===== config.mk =====
export PLATFORM = sky130hd
export DESIGN_NAME = adrc_ctrl
export DESIGN_NICKNAME = d
export VERILOG_FILES = /design/src/rtl/adrc_pkg.sv /design/src/rtl/adrc_ctrl.sv
export SDC_FILE = /design/constraint.sdc
export NUM_CORES = 1
export LEC_CHECK = 0
export ABC_AREA = 1
export BUFFER_PORTS_ARGS = -buffer_cell sky130_fd_sc_hd__buf_2
export CAP_MARGIN = 10
export CORE_MARGIN = 3
export CORE_UTILIZATION = 40
export DETAILED_ROUTE_END_ITERATION = 10
export HOLD_SLACK_MARGIN = 0.06
export PLACE_DENSITY = 0.65
export SLEW_MARGIN = 20
export SYNTH_ARGS = -nofsm -noshare
export SYNTH_HDL_FRONTEND = slang
export SYNTH_SLANG_ARGS = --single-unit

===== constraint.sdc =====
create_clock -name mclk_i -period 5.9 [get_ports mclk_i]
set_input_delay 0.885 -clock mclk_i [delete_from_list [all_inputs] [get_ports mclk_i]]
set_output_delay 0.885 -clock mclk_i [all_outputs]
set_load 0.02 [all_outputs]

===== src/rtl/adrc_pkg.sv =====
// Constants, types and timing for the asynchronous dynamic memory controller.
// Assumes a single 25 MHz system clock; all pin timings are whole cycles of it.
`default_nettype none
package adrc_pkg;
  // ==========================================================================
  // Clock and timing
  localparam int unsigned CLK_MHZ = 25;
  localparam int unsigned CLK_NS = 40;
  localparam int unsigned PWRUP_US = 100;
  localparam int unsigned PWRUP_CYC = PWRUP_US * CLK_MHZ;
  localparam int unsigned INIT_REFRESH_CNT = 8;
  localparam int unsigned REF_INTERVAL_NS = 15600;
  localparam int unsigned REF_INTERVAL_CYC = REF_INTERVAL_NS / CLK_NS;
  localparam int unsigned SELF_LOW_US = 100;
  localparam int unsigned SELF_LOW_CYC = SELF_LOW_US * CLK_MHZ;
  localparam int unsigned FULL_REFRESH_CNT = 1024;
  localparam int unsigned CSR_NS = 10;
  localparam int unsigned CSR_CYC = (CSR_NS + CLK_NS - 1) / CLK_NS;
  localparam int unsigned RAS_LOW_NS = 80;
  localparam int unsigned RAS_LOW_CYC = (RAS_LOW_NS + CLK_NS - 1) / CLK_NS;
  localparam int unsigned RAS_PRE_NS = 60;
  localparam int unsigned RAS_PRE_CYC = (RAS_PRE_NS + CLK_NS - 1) / CLK_NS;
  localparam int unsigned ACCESS_NS = 80;
  localparam int unsigned ACCESS_CYC = (ACCESS_NS + CLK_NS - 1) / CLK_NS;
  localparam int unsigned SELF_PRE_NS = 150;
  localparam int unsigned SELF_PRE_CYC = (SELF_PRE_NS + CLK_NS - 1) / CLK_NS;

  // ==========================================================================
  // Widths
  localparam int unsigned ROW_W = 10;
  localparam int unsigned COL_W = 8;
  localparam int unsigned ADDR_W = ROW_W + COL_W;
  localparam int unsigned DATA_W = 16;
  localparam int unsigned CNT_W = 16;
  localparam int unsigned REFN_W = 11;
  localparam logic [CNT_W-1:0] CNT_ZERO = 16'h0000;
  localparam logic [REFN_W-1:0] REFN_ZERO = 11'h000;

  // ==========================================================================
  // Types
  typedef enum logic [1:0] {
    ADRC_OP_READ,
    ADRC_OP_WRITE,
    ADRC_OP_SELF_ENTER,
    ADRC_OP_SELF_EXIT
  } adrc_op_t;

  typedef struct packed {
    logic ras_n;
    logic cas_n;
    logic upper_byte_write_n;
    logic lower_byte_write_n;
    logic oe_n;
    logic [ROW_W-1:0] addr;
    logic [DATA_W-1:0] dq_out;
    logic dq_oe;
  } adrc_pins_t;

  typedef enum {
    ST_PWRUP, ST_INIT_CAS, ST_INIT_RAS, ST_INIT_PRE, ST_IDLE,
    ST_ROW, ST_COL, ST_RDWAIT, ST_WRDONE, ST_PRE,
    ST_REF_CAS, ST_REF_RAS, ST_SELF_CAS, ST_SELF_HOLD, ST_SELF, ST_SELF_PRE
  } adrc_state_t;
endpackage : adrc_pkg
`default_nettype wire


===== src/rtl/adrc_ctrl.sv =====
// Host-side controller for an asynchronous 16-bit dynamic memory with multiplexed address.
// Assumes the memory pins sit on this clock; read data is sampled through three flip-flops.
//
// What this block does
// - Wait 100 us after power-up, then eight refresh cycles before any access.
// - Initialisation refreshes are column-first, matching normal column-first refresh.
// - Output state is undefined unless write timing is clearly early or late.
// - Long row-to-column delays make column or address access time the limit.
// - Output enable is off before this side drives write data.
// - Read ends with read hold met at column strobe rise.
// - Both byte write strobes fall together; never staggered.
// - Byte strobe timing counts from earlier fall and later rise.
// - Each byte write strobe meets pulse, lead, setup and hold timing alone.
// - Both bytes always run the same operation in one cycle.
// - Byte strobes are never separated, so precharge spacing is moot.
// - One column-first refresh within 15.6 us around self-refresh exit and entry.
// - Distributed column-first refresh every 15.6 us before entry and after exit.
// - All rows are refreshed between a self-refresh exit and the next entry.
// - Once output enable goes low, it stays low until read data is taken.
// - Self refresh entry holds row strobe low at least 100 us.
// - Column strobe falls at least 10 ns before row strobe for refresh.
`default_nettype none
module adrc_ctrl (
  input wire logic mclk_i,
  input wire logic sys_rst_i,
  input wire logic req_valid_i,
  input wire adrc_pkg::adrc_op_t req_op_i,
  input wire logic [adrc_pkg::ADDR_W-1:0] req_addr_i,
  input wire logic [adrc_pkg::DATA_W-1:0] req_wdata_i,
  input wire logic [1:0] req_byte_en_i,
  output logic req_ready_o,
  output logic rsp_valid_o,
  output logic [adrc_pkg::DATA_W-1:0] rsp_rdata_o,
  output logic init_done_o,
  output logic self_refresh_o,
  output logic ras_n_o,
  output logic cas_n_o,
  output logic upper_byte_write_n_o,
  output logic lower_byte_write_n_o,
  output logic oe_n_o,
  output logic [adrc_pkg::ROW_W-1:0] addr_o,
  output logic [adrc_pkg::DATA_W-1:0] dq_o,
  output logic dq_oe_o,
  input wire logic [adrc_pkg::DATA_W-1:0] dq_i
);
  // ==========================================================================
  // State
  typedef struct packed {
    adrc_pkg::adrc_state_t st;
    adrc_pkg::adrc_pins_t pins;
    logic [adrc_pkg::CNT_W-1:0] wait_cnt;
    logic [adrc_pkg::CNT_W-1:0] ref_cnt;
    logic [adrc_pkg::REFN_W-1:0] refn;
    logic ref_due;
    logic full_done;
    logic is_write;
    logic [adrc_pkg::ADDR_W-1:0] addr;
    logic [adrc_pkg::DATA_W-1:0] wdata;
    logic [1:0] ben;
    logic ready;
    logic rsp_valid;
    logic [adrc_pkg::DATA_W-1:0] rdata;
    logic init_done;
    logic self_on;
    logic [adrc_pkg::DATA_W-1:0] dq_s1;
    logic [adrc_pkg::DATA_W-1:0] dq_s2;
    logic [adrc_pkg::DATA_W-1:0] dq_s3;
  } adrc_ctrl_state_t;

  adrc_ctrl_state_t s_r;
  adrc_ctrl_state_t s_nxt;

  localparam adrc_pkg::adrc_pins_t PINS_IDLE = '{
    ras_n: 1'b1, cas_n: 1'b1, upper_byte_write_n: 1'b1, lower_byte_write_n: 1'b1,
    oe_n: 1'b1, addr: '0, dq_out: '0, dq_oe: 1'b0};
  localparam logic [adrc_pkg::CNT_W-1:0] PWRUP_C = adrc_pkg::CNT_W'(adrc_pkg::PWRUP_CYC);
  localparam logic [adrc_pkg::CNT_W-1:0] SELF_C = adrc_pkg::CNT_W'(adrc_pkg::SELF_LOW_CYC);
  localparam logic [adrc_pkg::CNT_W-1:0] REF_C = adrc_pkg::CNT_W'(adrc_pkg::REF_INTERVAL_CYC);
  localparam logic [adrc_pkg::CNT_W-1:0] CSR_C = adrc_pkg::CNT_W'(adrc_pkg::CSR_CYC);
  localparam logic [adrc_pkg::CNT_W-1:0] RASL_C = adrc_pkg::CNT_W'(adrc_pkg::RAS_LOW_CYC);
  localparam logic [adrc_pkg::CNT_W-1:0] PRE_C = adrc_pkg::CNT_W'(adrc_pkg::RAS_PRE_CYC);
  localparam logic [adrc_pkg::CNT_W-1:0] ACC_C = adrc_pkg::CNT_W'(adrc_pkg::ACCESS_CYC);
  localparam logic [adrc_pkg::CNT_W-1:0] SPRE_C = adrc_pkg::CNT_W'(adrc_pkg::SELF_PRE_CYC);
  localparam logic [adrc_pkg::CNT_W-1:0] ONE_C = 16'h0001;
  localparam logic [adrc_pkg::REFN_W-1:0] INIT_N = adrc_pkg::REFN_W'(adrc_pkg::INIT_REFRESH_CNT);
  localparam logic [adrc_pkg::REFN_W-1:0] FULL_N = adrc_pkg::REFN_W'(adrc_pkg::FULL_REFRESH_CNT);
  localparam logic [adrc_pkg::REFN_W-1:0] ONE_N = 11'h001;

  logic wait_over;
  assign wait_over = (s_r.wait_cnt == adrc_pkg::CNT_ZERO);

  // ==========================================================================
  // Next state
  always_comb begin
    s_nxt = s_r;
    s_nxt.rsp_valid = 1'b0;
    s_nxt.ready = 1'b0;
    // Pin data passes three flip-flops; only the settled copy is read below.
    s_nxt.dq_s1 = dq_i;
    s_nxt.dq_s2 = s_r.dq_s1;
    s_nxt.dq_s3 = s_r.dq_s2;
    if (!wait_over) begin
      s_nxt.wait_cnt = s_r.wait_cnt - ONE_C;
    end
    // The periodic refresh request keeps every row refreshed in normal operation.
    if (s_r.init_done && !s_r.self_on) begin
      if (s_r.ref_cnt == adrc_pkg::CNT_ZERO) begin
        s_nxt.ref_cnt = REF_C;
        s_nxt.ref_due = 1'b1;
      end else begin
        s_nxt.ref_cnt = s_r.ref_cnt - ONE_C;
      end
    end
    case (s_r.st)
      adrc_pkg::ST_PWRUP: begin
        if (wait_over) begin
          s_nxt.refn = INIT_N;
          s_nxt.st = adrc_pkg::ST_INIT_CAS;
        end
      end
      adrc_pkg::ST_INIT_CAS: begin
        // Initialisation uses the same column-first refresh as normal operation.
        s_nxt.pins.cas_n = 1'b0;
        s_nxt.wait_cnt = CSR_C;
        s_nxt.st = adrc_pkg::ST_INIT_RAS;
      end
      adrc_pkg::ST_INIT_RAS: begin
        if (wait_over) begin
          s_nxt.pins.ras_n = 1'b0;
          s_nxt.wait_cnt = RASL_C;
          s_nxt.st = adrc_pkg::ST_INIT_PRE;
        end
      end
      adrc_pkg::ST_INIT_PRE: begin
        if (wait_over && !s_r.pins.ras_n) begin
          s_nxt.pins = PINS_IDLE;
          s_nxt.wait_cnt = PRE_C;
          s_nxt.refn = s_r.refn - ONE_N;
        end else if (wait_over && s_r.pins.ras_n) begin
          if (s_r.refn == adrc_pkg::REFN_ZERO) begin
            s_nxt.init_done = 1'b1;
            s_nxt.ref_cnt = REF_C;
            s_nxt.ready = 1'b1;
            s_nxt.st = adrc_pkg::ST_IDLE;
          end else begin
            s_nxt.st = adrc_pkg::ST_INIT_CAS;
          end
        end
      end
      adrc_pkg::ST_IDLE: begin
        // Ready stays low while a refresh is due, so a request is never shown ready and then passed over.
        s_nxt.ready = !s_nxt.ref_due;
        if (s_r.ref_due) begin
          s_nxt.ready = 1'b0;
          // A new expiry in this very cycle keeps the flag set.
          s_nxt.ref_due = (s_r.ref_cnt == adrc_pkg::CNT_ZERO);
          s_nxt.pins.cas_n = 1'b0;
          s_nxt.wait_cnt = CSR_C;
          s_nxt.st = adrc_pkg::ST_REF_CAS;
        end else if (s_r.ready && req_valid_i) begin
          s_nxt.ready = 1'b0;
          s_nxt.addr = req_addr_i;
          s_nxt.wdata = req_wdata_i;
          // A write with no byte enabled would leave both bytes reading; it is turned into a read.
          s_nxt.is_write = (req_op_i == adrc_pkg::ADRC_OP_WRITE) && (req_byte_en_i != 2'h0);
          s_nxt.ben = req_byte_en_i;
          if (req_op_i == adrc_pkg::ADRC_OP_SELF_ENTER) begin
            // Entry needs a full refresh since the last exit; no extra refresh is issued just before it.
            if (s_r.full_done) begin
              s_nxt.pins.cas_n = 1'b0;
              s_nxt.wait_cnt = CSR_C;
              s_nxt.st = adrc_pkg::ST_SELF_CAS;
            end else begin
              s_nxt.ready = !s_nxt.ref_due;
            end
          end else if (req_op_i == adrc_pkg::ADRC_OP_SELF_EXIT) begin
            s_nxt.ready = !s_nxt.ref_due;
          end else begin
            s_nxt.pins.addr = req_addr_i[adrc_pkg::ADDR_W-1:adrc_pkg::COL_W];
            s_nxt.st = adrc_pkg::ST_ROW;
          end
        end
      end
      adrc_pkg::ST_ROW: begin
        s_nxt.pins.ras_n = 1'b0;
        s_nxt.st = adrc_pkg::ST_COL;
      end
      adrc_pkg::ST_COL: begin
        s_nxt.pins.addr = {2'h0, s_r.addr[adrc_pkg::COL_W-1:0]};
        if (s_r.is_write) begin
          // Early write: strobes and data settle before the column strobe falls.
          s_nxt.pins.oe_n = 1'b1;
          s_nxt.pins.upper_byte_write_n = 1'b0;
          s_nxt.pins.lower_byte_write_n = 1'b0;
          s_nxt.pins.dq_out = s_r.wdata;
          s_nxt.pins.dq_oe = 1'b1;
          s_nxt.wait_cnt = RASL_C;
          s_nxt.st = adrc_pkg::ST_WRDONE;
        end else begin
          s_nxt.pins.oe_n = 1'b0;
          s_nxt.wait_cnt = ACC_C + ONE_C + ONE_C;
          s_nxt.st = adrc_pkg::ST_RDWAIT;
        end
      end
      adrc_pkg::ST_WRDONE: begin
        // Column strobe falls one cycle after both byte strobes, which stay low together.
        s_nxt.pins.cas_n = 1'b0;
        if (wait_over) begin
          s_nxt.pins = PINS_IDLE;
          s_nxt.wait_cnt = PRE_C;
          s_nxt.st = adrc_pkg::ST_PRE;
        end
      end
      adrc_pkg::ST_RDWAIT: begin
        s_nxt.pins.cas_n = 1'b0;
        // Waiting out the longest access path plus two cycles of the three-flop input synchroniser.
        if (wait_over) begin
          s_nxt.rdata = s_r.dq_s3;
          s_nxt.rsp_valid = 1'b1;
          s_nxt.pins = PINS_IDLE;
          s_nxt.wait_cnt = PRE_C;
          s_nxt.st = adrc_pkg::ST_PRE;
        end
      end
      adrc_pkg::ST_PRE: begin
        if (wait_over) begin
          s_nxt.ready = !s_nxt.ref_due;
          s_nxt.st = adrc_pkg::ST_IDLE;
        end
      end
      adrc_pkg::ST_REF_CAS: begin
        if (wait_over && s_r.pins.ras_n) begin
          s_nxt.pins.ras_n = 1'b0;
          s_nxt.wait_cnt = RASL_C;
        end else if (wait_over) begin
          s_nxt.pins = PINS_IDLE;
          s_nxt.wait_cnt = PRE_C;
          if (s_r.refn == FULL_N - ONE_N) begin
            s_nxt.full_done = 1'b1;
          end else begin
            s_nxt.refn = s_r.refn + ONE_N;
          end
          s_nxt.st = adrc_pkg::ST_PRE;
        end
      end
      adrc_pkg::ST_SELF_CAS: begin
        if (wait_over) begin
          s_nxt.pins.ras_n = 1'b0;
          s_nxt.wait_cnt = SELF_C;
          s_nxt.self_on = 1'b1;
          s_nxt.st = adrc_pkg::ST_SELF_HOLD;
        end
      end
      adrc_pkg::ST_SELF_HOLD: begin
        if (wait_over) begin
          s_nxt.ready = 1'b1;
          s_nxt.st = adrc_pkg::ST_SELF;
        end
      end
      adrc_pkg::ST_SELF: begin
        s_nxt.ready = 1'b1;
        if (s_r.ready && req_valid_i && req_op_i == adrc_pkg::ADRC_OP_SELF_EXIT) begin
          s_nxt.ready = 1'b0;
          s_nxt.pins = PINS_IDLE;
          s_nxt.wait_cnt = SPRE_C;
          s_nxt.st = adrc_pkg::ST_SELF_PRE;
        end
      end
      adrc_pkg::ST_SELF_PRE: begin
        if (wait_over) begin
          // A refresh follows exit at once, and a new full sweep of all rows starts.
          s_nxt.self_on = 1'b0;
          s_nxt.full_done = 1'b0;
          s_nxt.refn = adrc_pkg::REFN_ZERO;
          s_nxt.ref_cnt = REF_C;
          s_nxt.ref_due = 1'b1;
          s_nxt.st = adrc_pkg::ST_IDLE;
        end
      end
      default: begin
        s_nxt.st = adrc_pkg::ST_IDLE;
      end
    endcase
  end

  // ==========================================================================
  // Registers
  always_ff @(posedge mclk_i or posedge sys_rst_i) begin
    if (sys_rst_i) begin
      s_r <= '0;
      s_r.st <= adrc_pkg::ST_PWRUP;
      s_r.pins <= PINS_IDLE;
      s_r.wait_cnt <= PWRUP_C;
      s_r.full_done <= 1'b1;
    end else begin
      s_r <= s_nxt;
    end
  end

  assign req_ready_o = s_r.ready;
  assign rsp_valid_o = s_r.rsp_valid;
  assign rsp_rdata_o = s_r.rdata;
  assign init_done_o = s_r.init_done;
  assign self_refresh_o = s_r.self_on;
  assign ras_n_o = s_r.pins.ras_n;
  assign cas_n_o = s_r.pins.cas_n;
  assign upper_byte_write_n_o = s_r.pins.upper_byte_write_n;
  assign lower_byte_write_n_o = s_r.pins.lower_byte_write_n;
  assign oe_n_o = s_r.pins.oe_n;
  assign addr_o = s_r.pins.addr;
  assign dq_o = s_r.pins.dq_out;
  assign dq_oe_o = s_r.pins.dq_oe;
endmodule : adrc_ctrl
`default_nettype wire


==> results_dict.tcl, run 1 <==
set metrics [dict create \
    slew_headroom 0.323 \
    path_class "flop to flop" \
    grt_usage 0.174 \
    min_period_ps 3030 \
    initial_core_util 0.411 \
    finalHoldViolCount 0 \
    p_leak_nw 5.21 \
    synthArstFlopShare 1.00 \
    core-area_um2 21200 \
    syn_avg_cell_area_um2 7.94 \
    vias_per_cell 4.84 \
    grt-ovfl-total 0 \
    cts_setup_buffers 0 \
    worstMarginPinSlew_ps 1010 \
    clock_latency_ps 430 \
    area_delta_synth_final_pct 12.8 \
    post_synth_num_cell_types 37 \
    fmax_ghz 0.330 \
    crit_fanout 14 \
    seqCellArea_um2 4340 \
    die-area_um2 23500 \
    seq_area_frac_synth 0.500 \
    synthCells 1094 \
    setup_violations 0 \
    wl_per_cell_um 13.8 \
    grt_pass1_wl_mm 33.9 \
    io_buffer_count 108 \
    multi_input_area_um2 3580 \
    cts_tree "yes" \
    post-route-period-util 0.514 \
    synth_edf_count 0 \
    ys_seq_elements 173 \
    firstDrtPassIters 5 \
    worstPathCellList "inv_1, ha_1, nand2_1, nor2_1, nand2_1, nand2_1, nand2_1, nor2_1, nand2_1, nand2_1, nand2_1" \
    hpwl_mm 14.5 \
    yosysTopAreaCell "dfrtp_1" \
    max_stage_delay_ps 560 \
    die_x_um 153 \
    path_common_cell "nand2_1" \
    synth.most_common_cell "nand2_1" \
    cp.arrival_ps 3350 \
    cp-start-kind "flop" \
    netlist_area_um2 8690 \
    total_power_w 0.00240 \
    diodes 0 \
    drive_above_1_share 0.158 \
    drc 0 \
    critical_path.slowest_cell "nor2_1" \
    tns_ps 0 \
    max_cap_violations 0 \
    gp_congestion 0.944 \
    drv_slew 0 \
    htree_levels 4 \
    antenna_found_initial 0 \
    fill_cells 2061 \
    worstHoldPathType "flop to flop" \
    boundaryPins 109 \
    rsz0062_at_grt "no" \
    wirelength_mm 20.0 \
    synth_warnings 0 \
    cts.sinks 173 \
    p_per_area_nw_per_um2 245 \
    ant_nets 0 \
    grt_pass1_vias 7002 \
    synth_top_area_frac 0.469 \
    skew_ps 14.0 \
    cts.clk_slew.worst_paths_ps 80 \
    cts_resized 0 \
    die_h_um 153 \
    grt_max_degree 65 \
    drt_iter0_drc 440 \
    required_ps 6220 \
    cts_hold_buf 0 \
    synthFlopType "dfrtp_1" \
    cts.path.max_buffers 2 \
    synthTopCellsByCount "nand2_1 (403), dfrtp_1 (163), nor2_1 (110)" \
    vias 7018 \
    synthTopCellsByArea "dfrtp_1 (47%), nand2_1 (17%), nor2_1 (4.8%), nand3_1 (4.0%), buf_4 (3.8%)" \
    cts_buffers 17 \
    nets 1235 \
    cp-end-kind "flop" \
    ir_worst_vdd_uv 174 \
    root_buffer "clkbuf_16" \
    rows 53 \
    synth_nets 1166 \
    status "completed" \
]
-- critical path: cells and delay by family (launching register included) --
family | cells | cell delay, ps
DFF | 1 | 380
adders and majority gates | 1 | 230
and+or+nand+nor | 9 | 2140
buffers and inverters | 1 | 170
-- area by class of cell --
type	count	area share
Clock buffer	17	0.0434
Clock inverter	15	0.0205
Inverter	93	0.0361
Multi-Input combinational cell	768	0.365
Sequential cell	173	0.443
Tap cell	275	0.0351
Timing Repair Buffer	110	0.0567
-- metal layers --
layer  global-route usage  share of wire  wire [µm]  vias to the layer above
met4               0.0496          0.013        269                        0
met3               0.0391          0.046        914                       19
met5                    0              0          0                        -
met2                0.283           0.48       9620                      178
li1                     -              -          -                     3558
met1                0.234           0.46       9170                     3263
-- state kept, by name, indices dropped and copies added (netlist names) --
name,flops
addr_o,10
cas_n_o,1
dq_o,16
dq_oe_o,1
init_done_o,1
oe_n_o,1
ras_n_o,1
req_ready_o,1
rsp_rdata_o,16
rsp_valid_o,1
s_nxt,32
s_r,90
self_refresh_o,1
upper_byte_write_n_o,1
-- power breakdown --
group          switching [W]  internal [W]  leakage (nW)
sequential        0.00000412       0.00120          2.12
combinational      0.0000306     0.0000144          2.80
clock               0.000563      0.000589         0.303
total               0.000598       0.00180          5.21
-- cells in the final DEF, fill, tap and decap left out --
cell type / n
nand2_1: 403
dfrtp_1: 163
nor2_1: 110
buf_2: 108
inv_1: 86
nand3_1: 70
a21oi_1: 30
o21ai_0: 27
nand4_1: 17
clkbuf_16: 17
ha_1: 14
xor2_1: 11
nor2_2: 10
dfstp_2: 10
o21bai_1: 9
a22o_1: 8
nand3b_1: 8
nand2_2: 7
nor2_4: 7
inv_2: 6
o21ai_1: 6
nor3_1: 6
xnor2_1: 6
clkinv_8: 4
inv_8: 4
inv_12: 4
o211ai_1: 3
nor3b_1: 3
and2_1: 2
a31oi_1: 2
or2_2: 2
a21o_1: 2
inv_6: 2
clkinv_4: 2
buf_4: 2
nand3_2: 1
o31ai_1: 1
o22ai_1: 1
nor4_1: 1
fa_1: 1
-- cell families after synthesis --
kind of cell    Yosys count  share of synthesized area
fa+ha+maj                15                     0.0225
simple gates            647                      0.313
xor+xnor                 17                     0.0171
flops                   173                      0.500
compound gates           89                     0.0595
buf+inv                 153                     0.0880
-- through the flow --
stage | hold WS (ps) | worst slack (ps) | area [µm²] | std cells | utilization
floorplan | 331 | 343 | 8690 | 1094 | -
global placement | 331 | 2970 | 9180 | 1419 | 0.434
detailed placement | 335 | 2950 | 9180 | 1419 | 0.434
CTS | 350 | 2940 | 9800 | 1451 | 0.463
global route | 356 | 2560 | 9800 | 1451 | 0.463
finish | 349 | 2870 | 9800 | 1451 | 0.463
-- worst paths after layout --
kind | start | endpoint | slack [ps] | cells past startpoint
worst max-delay path | s_r[134] | addr_o[8] | 2870 | 11
worst min-delay path | s_nxt[18] | s_nxt[2] | 350 | 0
worst max register to register | s_r[134] | addr_o[8] | 2870 | 11
worst min register to register | s_nxt[18] | s_nxt[2] | 350 | 0
max in group asynchronous | sys_rst_i | s_r[184] | 4160 | 3
min in group asynchronous | sys_rst_i | s_r[5] | 520 | 2
No activity file was read; power rests on OpenSTA's default activity.
==> run 2, diff against run 1 <==
--- a/config.mk
+++ b/config.mk
@@ -12,7 +12,7 @@
 export CORE_UTILIZATION = 40
 export DETAILED_ROUTE_END_ITERATION = 10
 export HOLD_SLACK_MARGIN = 0.06
-export PLACE_DENSITY = 0.65
+export PLACE_DENSITY = 0.63
 export SLEW_MARGIN = 20
 export SYNTH_ARGS = -nofsm -noshare
 export SYNTH_HDL_FRONTEND = slang
==> constraint.sdc (replaced) <==
create_clock -name mclk_i -period 3 [get_ports mclk_i]
set_input_delay 0.45 -clock mclk_i [delete_from_list [all_inputs] [get_ports mclk_i]]
set_output_delay 0.45 -clock mclk_i [all_outputs]
set_load 0.02 [all_outputs]
==> run 2 against run 1 <==
Critical path type unchanged; routed wire length increased by 0.79%; non-clock buffer count increased by 9; worst setup slack got worse by 2500 ps; cell count increased by 0.62%; worst hold slack got worse by 240 ps; largest cell class unchanged.
==> results_dict.tcl, run 2 (same netlist as run 1, synthesis figures left out) <==
set metrics [dict create \
    status "completed" \
    cp-end-kind "flop" \
    drive_above_1_share 0.165 \
    drc 0 \
    reg2reg_to "addr_o[0]" \
    boundaryPins 109 \
    wirelength_mm 20.1 \
    p_per_area_nw_per_um2 478 \
    area_delta_synth_final_pct 14.0 \
    grt-ovfl-total 0 \
    grt_use_met3 0.0337 \
    cts.path.max_buffers 2 \
    intPower_w 0.00356 \
    crit_fanout 11 \
    switching_power_w 0.00118 \
    worstMarginPinSlew_ps 727 \
    min_period_ps 2610 \
    seqPwrFrac 0.501 \
    drv_slew 0 \
    required_ps 3330 \
    wl_per_cell_um 13.8 \
    skew_ps 10.4 \
    htree_levels 4 \
    fmax_ghz 0.383 \
    hpwl_mm 14.9 \
    antenna_found_initial 0 \
    p_leak_nw 5.26 \
    cts_hold_buf 0 \
    worstHoldPathType "primary input to flop" \
    diodes 0 \
    grt_pass1_wl_mm 33.8 \
    initial_core_util 0.411 \
    root_buffer "clkbuf_16" \
    grt_usage 0.175 \
    instances_no_fill 1460 \
    cts_tree "yes" \
    worst-r2r-setup-slack_ps 390 \
    slew_headroom 0.514 \
    firstDrtPassIters 5 \
    grt_util_met2 0.290 \
    cts.clk_slew.worst_paths_ps 80 \
    die_x_um 153 \
    finalHoldViolCount 0 \
    die_h_um 153 \
    core-area_um2 21200 \
    cts_resized 0 \
    vias 7009 \
    fill_cells 2102 \
    cts_setup_buffers 0 \
    tns_ps 0 \
    max_cap_violations 0 \
    drt_iter0_drc 387 \
    power_frac_comb 0.019 \
    grt_max_degree 73 \
    largest_register_ffs 90 \
    grt_pass1_vias 6879 \
    post-route-period-util 0.870 \
    ir_worst_vdd_uv 394 \
    cts_buffers 17 \
    rsz0062_at_grt "no" \
    cts.sinks 173 \
    ant_nets 0 \
    setup_violations 0 \
    cp-start-kind "flop" \
    cp.arrival_ps 2940 \
    path_class "flop to flop" \
    nets 1244 \
    critPathCapture "addr_o[0]" \
    seqCellArea_um2 4340 \
    gp_congestion 0.956 \
    largest-register "s_r" \
    r2r-start "s_r[134]" \
    layout.cells.most_common "nand2_1" \
    met1_usage 0.235 \
    r2r_cells 11 \
    vias_per_cell 4.80 \
    p_sw_frac 0.249 \
    final_cell_mix "nand2_1 (403), dfrtp_1 (163), nor2_1 (110)" \
    io_buffer_count 108 \
    die-area_um2 23500 \
    clock_latency_ps 440 \
    clock_power_share 0.480 \
    multi_input_area_um2 3580 \
    busiest_layer "met2" \
    rows 53 \
    dp_cells 1428 \
    critPathLaunch "s_r[134]" \
]
-- run 2: stage by stage --
step | instance area (µm²) | setup slack (ps) | total power [W] | hold WS, ps | utilization
2_1_floorplan | 8690 | 347 | 0.00245 | 331 | -
3_3_place_gp | 9270 | 536 | 0.00251 | 332 | 0.438
3_5_place_dp | 9270 | 451 | 0.00251 | 335 | 0.438
4_1_cts | 9910 | 437 | 0.00481 | 88.0 | 0.468
5_1_grt | 9910 | 72.2 | 0.00492 | 89.2 | 0.468
6_report | 9910 | 389 | 0.00474 | 112 | 0.468
-- run 2: area by class of cell --
| class | instances | area share |
|---|---|---|
| flip-flops and latches | 173 | 0.438 |
| multi-input cells | 768 | 0.362 |
| repair buffers | 119 | 0.0654 |
| clock buffers | 17 | 0.0429 |
| inverters | 93 | 0.0356 |
| well taps | 275 | 0.0347 |
| clock inverters | 15 | 0.0213 |
-- run 2: how the worst min path moves through the flow --
stage | cells past startpoint | start | slack (ps) | to
6_report | 1 | dq_i[7] | 110 | s_nxt[23]
5_1_grt | 1 | dq_i[3] | 90 | s_nxt[19]
4_1_cts | 1 | dq_i[7] | 90 | s_nxt[23]
3_5_place_dp | 0 | s_nxt[11] | 330 | s_r[11]
3_3_place_gp | 0 | s_nxt[17] | 330 | s_nxt[1]
2_1_floorplan | 0 | s_nxt[16] | 330 | s_nxt[0]
-- run 2: routing by layer --
| layer | routed length [µm] | vias to the layer above | share of wire |
|---|---|---|---|
| met2 | 9790 | 156 | 0.49 |
| met3 | 857 | 21 | 0.043 |
| met4 | 282 | 0 | 0.014 |
| met1 | 9200 | 3263 | 0.46 |
| met5 | 0 | - | 0 |
| li1 | - | 3569 | - |
-- run 2: critical path, stage by stage, from the launching register on --
cell and delay, ps:
dfrtp_1 380, inv_1 160, ha_1 230, nand2_1 70, nor2_1 250, nand2_1 140
nand2_1 130, nand2_1 60, nor2_1 520, nand2_1 370, nand2_1 140, nand2_1 50
-- run 2: power by group through the flow --
stage                     Combinational (W)  Sequential, W  Clock, W
after floorplan                   0.0000365        0.00242         0
after global placement            0.0000962        0.00242         0
after detailed placement          0.0000967        0.00242         0
after CTS                         0.0000966        0.00237   0.00234
after global routing               0.000106        0.00237   0.00244
final                             0.0000920        0.00237   0.00227
==> run 3, diff against run 2 <==
--- a/config.mk
+++ b/config.mk
@@ -7,12 +7,13 @@
 export LEC_CHECK = 0
 export ABC_AREA = 1
 export BUFFER_PORTS_ARGS = -buffer_cell sky130_fd_sc_hd__buf_2
-export CAP_MARGIN = 10
+export CAP_MARGIN = 20
 export CORE_MARGIN = 3
 export CORE_UTILIZATION = 40
 export DETAILED_ROUTE_END_ITERATION = 10
 export HOLD_SLACK_MARGIN = 0.06
 export PLACE_DENSITY = 0.63
+export RECOVER_POWER = 100
 export SLEW_MARGIN = 20
 export SYNTH_ARGS = -nofsm -noshare
 export SYNTH_HDL_FRONTEND = slang
==> run 3 against run 2 <==
Routed wire length grew 0.17%; combinational power shrank 4.6%; cell count is the same; critical path type unchanged; highest routed layer unchanged; clock power is essentially flat; flip-flop and latch count is the same; design area shrank 1.2%; largest power group unchanged.
==> results_dict.tcl, run 3 (same netlist as run 1, synthesis figures left out) <==
set metrics [dict create \
    grt_usage 0.175 \
    firstDrtPassIters 5 \
    layout.cells.most_common "nand2_1" \
    cts_setup_buffers 0 \
    grt_pass1_wl_mm 33.8 \
    drt_iter0_drc 436 \
    htree_levels 4 \
    antenna_found_initial 0 \
    status "completed" \
    vias 6967 \
    cts_hold_buf 0 \
    fin_ws_ps 371 \
    grt_pass1_vias 6879 \
    wirelength_mm 20.2 \
    clock_latency_ps 440 \
    cts.path.max_buffers 2 \
    drc 0 \
    io_buffer_count 108 \
    nets 1244 \
    skew_ps 13.8 \
    drive_above_1_share 0.114 \
    area_delta_synth_final_pct 12.7 \
    die_h_um 153 \
    hpwl_mm 14.9 \
    path_class "flop to flop" \
    required_ps 3280 \
    largest-register "s_r" \
    wl_per_cell_um 13.8 \
    gp_congestion 0.956 \
    slew_headroom 0.0701 \
    initial_core_util 0.411 \
    largest_register_ffs 90 \
    grt-ovfl-total 0 \
    vias_per_cell 4.77 \
    p_per_area_nw_per_um2 483 \
    cts_resized 0 \
    min_period_ps 2630 \
    tns_ps 0 \
    cp-start-kind "flop" \
    core-area_um2 21200 \
    worstMarginPinSlew_ps 1390 \
    die_x_um 153 \
    finalHoldViolCount 0 \
    rsz0062_at_grt "no" \
    boundaryPins 109 \
    instances_no_fill 1460 \
    ant_nets 0 \
    final_cell_mix "nand2_1 (403), dfrtp_1 (163), nor2_1 (113)" \
    cp.arrival_ps 2910 \
    total_power_w 0.00473 \
    dp_slack_ps 451 \
    rows 53 \
    fmax_ghz 0.380 \
    grt_max_degree 73 \
    ir_worst_vdd_uv 393 \
    fill_cells 2147 \
    worstHoldPathType "primary input to flop" \
    die-area_um2 23500 \
    finalCoreUtilization 0.463 \
    crit_fanout 13 \
    max_cap_violations 0 \
    drv_slew 0 \
    cts_buffers 17 \
    p_leak_nw 5.08 \
    setup_violations 0 \
    cp-end-kind "flop" \
    cts_tree "yes" \
    diodes 0 \
    cts.sinks 173 \
    root_buffer "clkbuf_16" \
    cts.clk_slew.worst_paths_ps 80 \
    post-route-period-util 0.876 \
    dp_cells 1428 \
]
## run 3: metrics by stage
step	instance area, µm²	hold WS [ps]
detailed placement	9270	335
floorplan	8690	331
global placement	9270	332
finish	9790	110
global route	9790	89.2
CTS	9910	88.0
## run 3: worst paths after layout
path	start	endpoint	slack (ps)	cells past startpoint
max	s_r[134]	s_r[126]	370	9
min	dq_i[7]	s_nxt[23]	110	1
max reg2reg	s_r[134]	s_r[126]	370	9
min reg2reg	s_nxt[12]	s_r[12]	340	0
max in group asynchronous	sys_rst_i	rsp_rdata_o[14]	930	3
min in group asynchronous	sys_rst_i	s_r[83]	310	2
## run 3: layout make-up
type	instances	area, µm²	area share
Sequential cell	173	4340	0.444
Multi-Input combinational cell	768	3560	0.364
Timing Repair Buffer	119	552	0.0564
Clock buffer	17	425	0.0435
Inverter	93	350	0.0358
Tap cell	275	344	0.0351
Clock inverter	15	211	0.0216
## run 3: power by group
part	switching (W)	total (W)	internal [W]	leakage, nW
Sequential	0.00000784	0.00237	0.00236	2.12
Combinational	0.0000580	0.0000878	0.0000298	2.66
Clock	0.00111	0.00227	0.00116	0.305
## run 3: worst max-delay path, cell delays in order, from the launching register on
cell and delay, ps:
dfrtp_1 340, inv_1 100, ha_1 250, nand2_1 80
nor2_1 80, nand2_1 110, clkbuf_1 580, nor2_1 220
a21oi_1 530, nand4_1 170
## run 3: metal layers
layer  vias to the layer above  global-route usage  share of wire
met3                        19              0.0337          0.040
li1                       3567                   -              -
met2                       125               0.290           0.49
met5                         -                   0              0
met4                         0              0.0542          0.013
met1                      3256               0.235           0.46
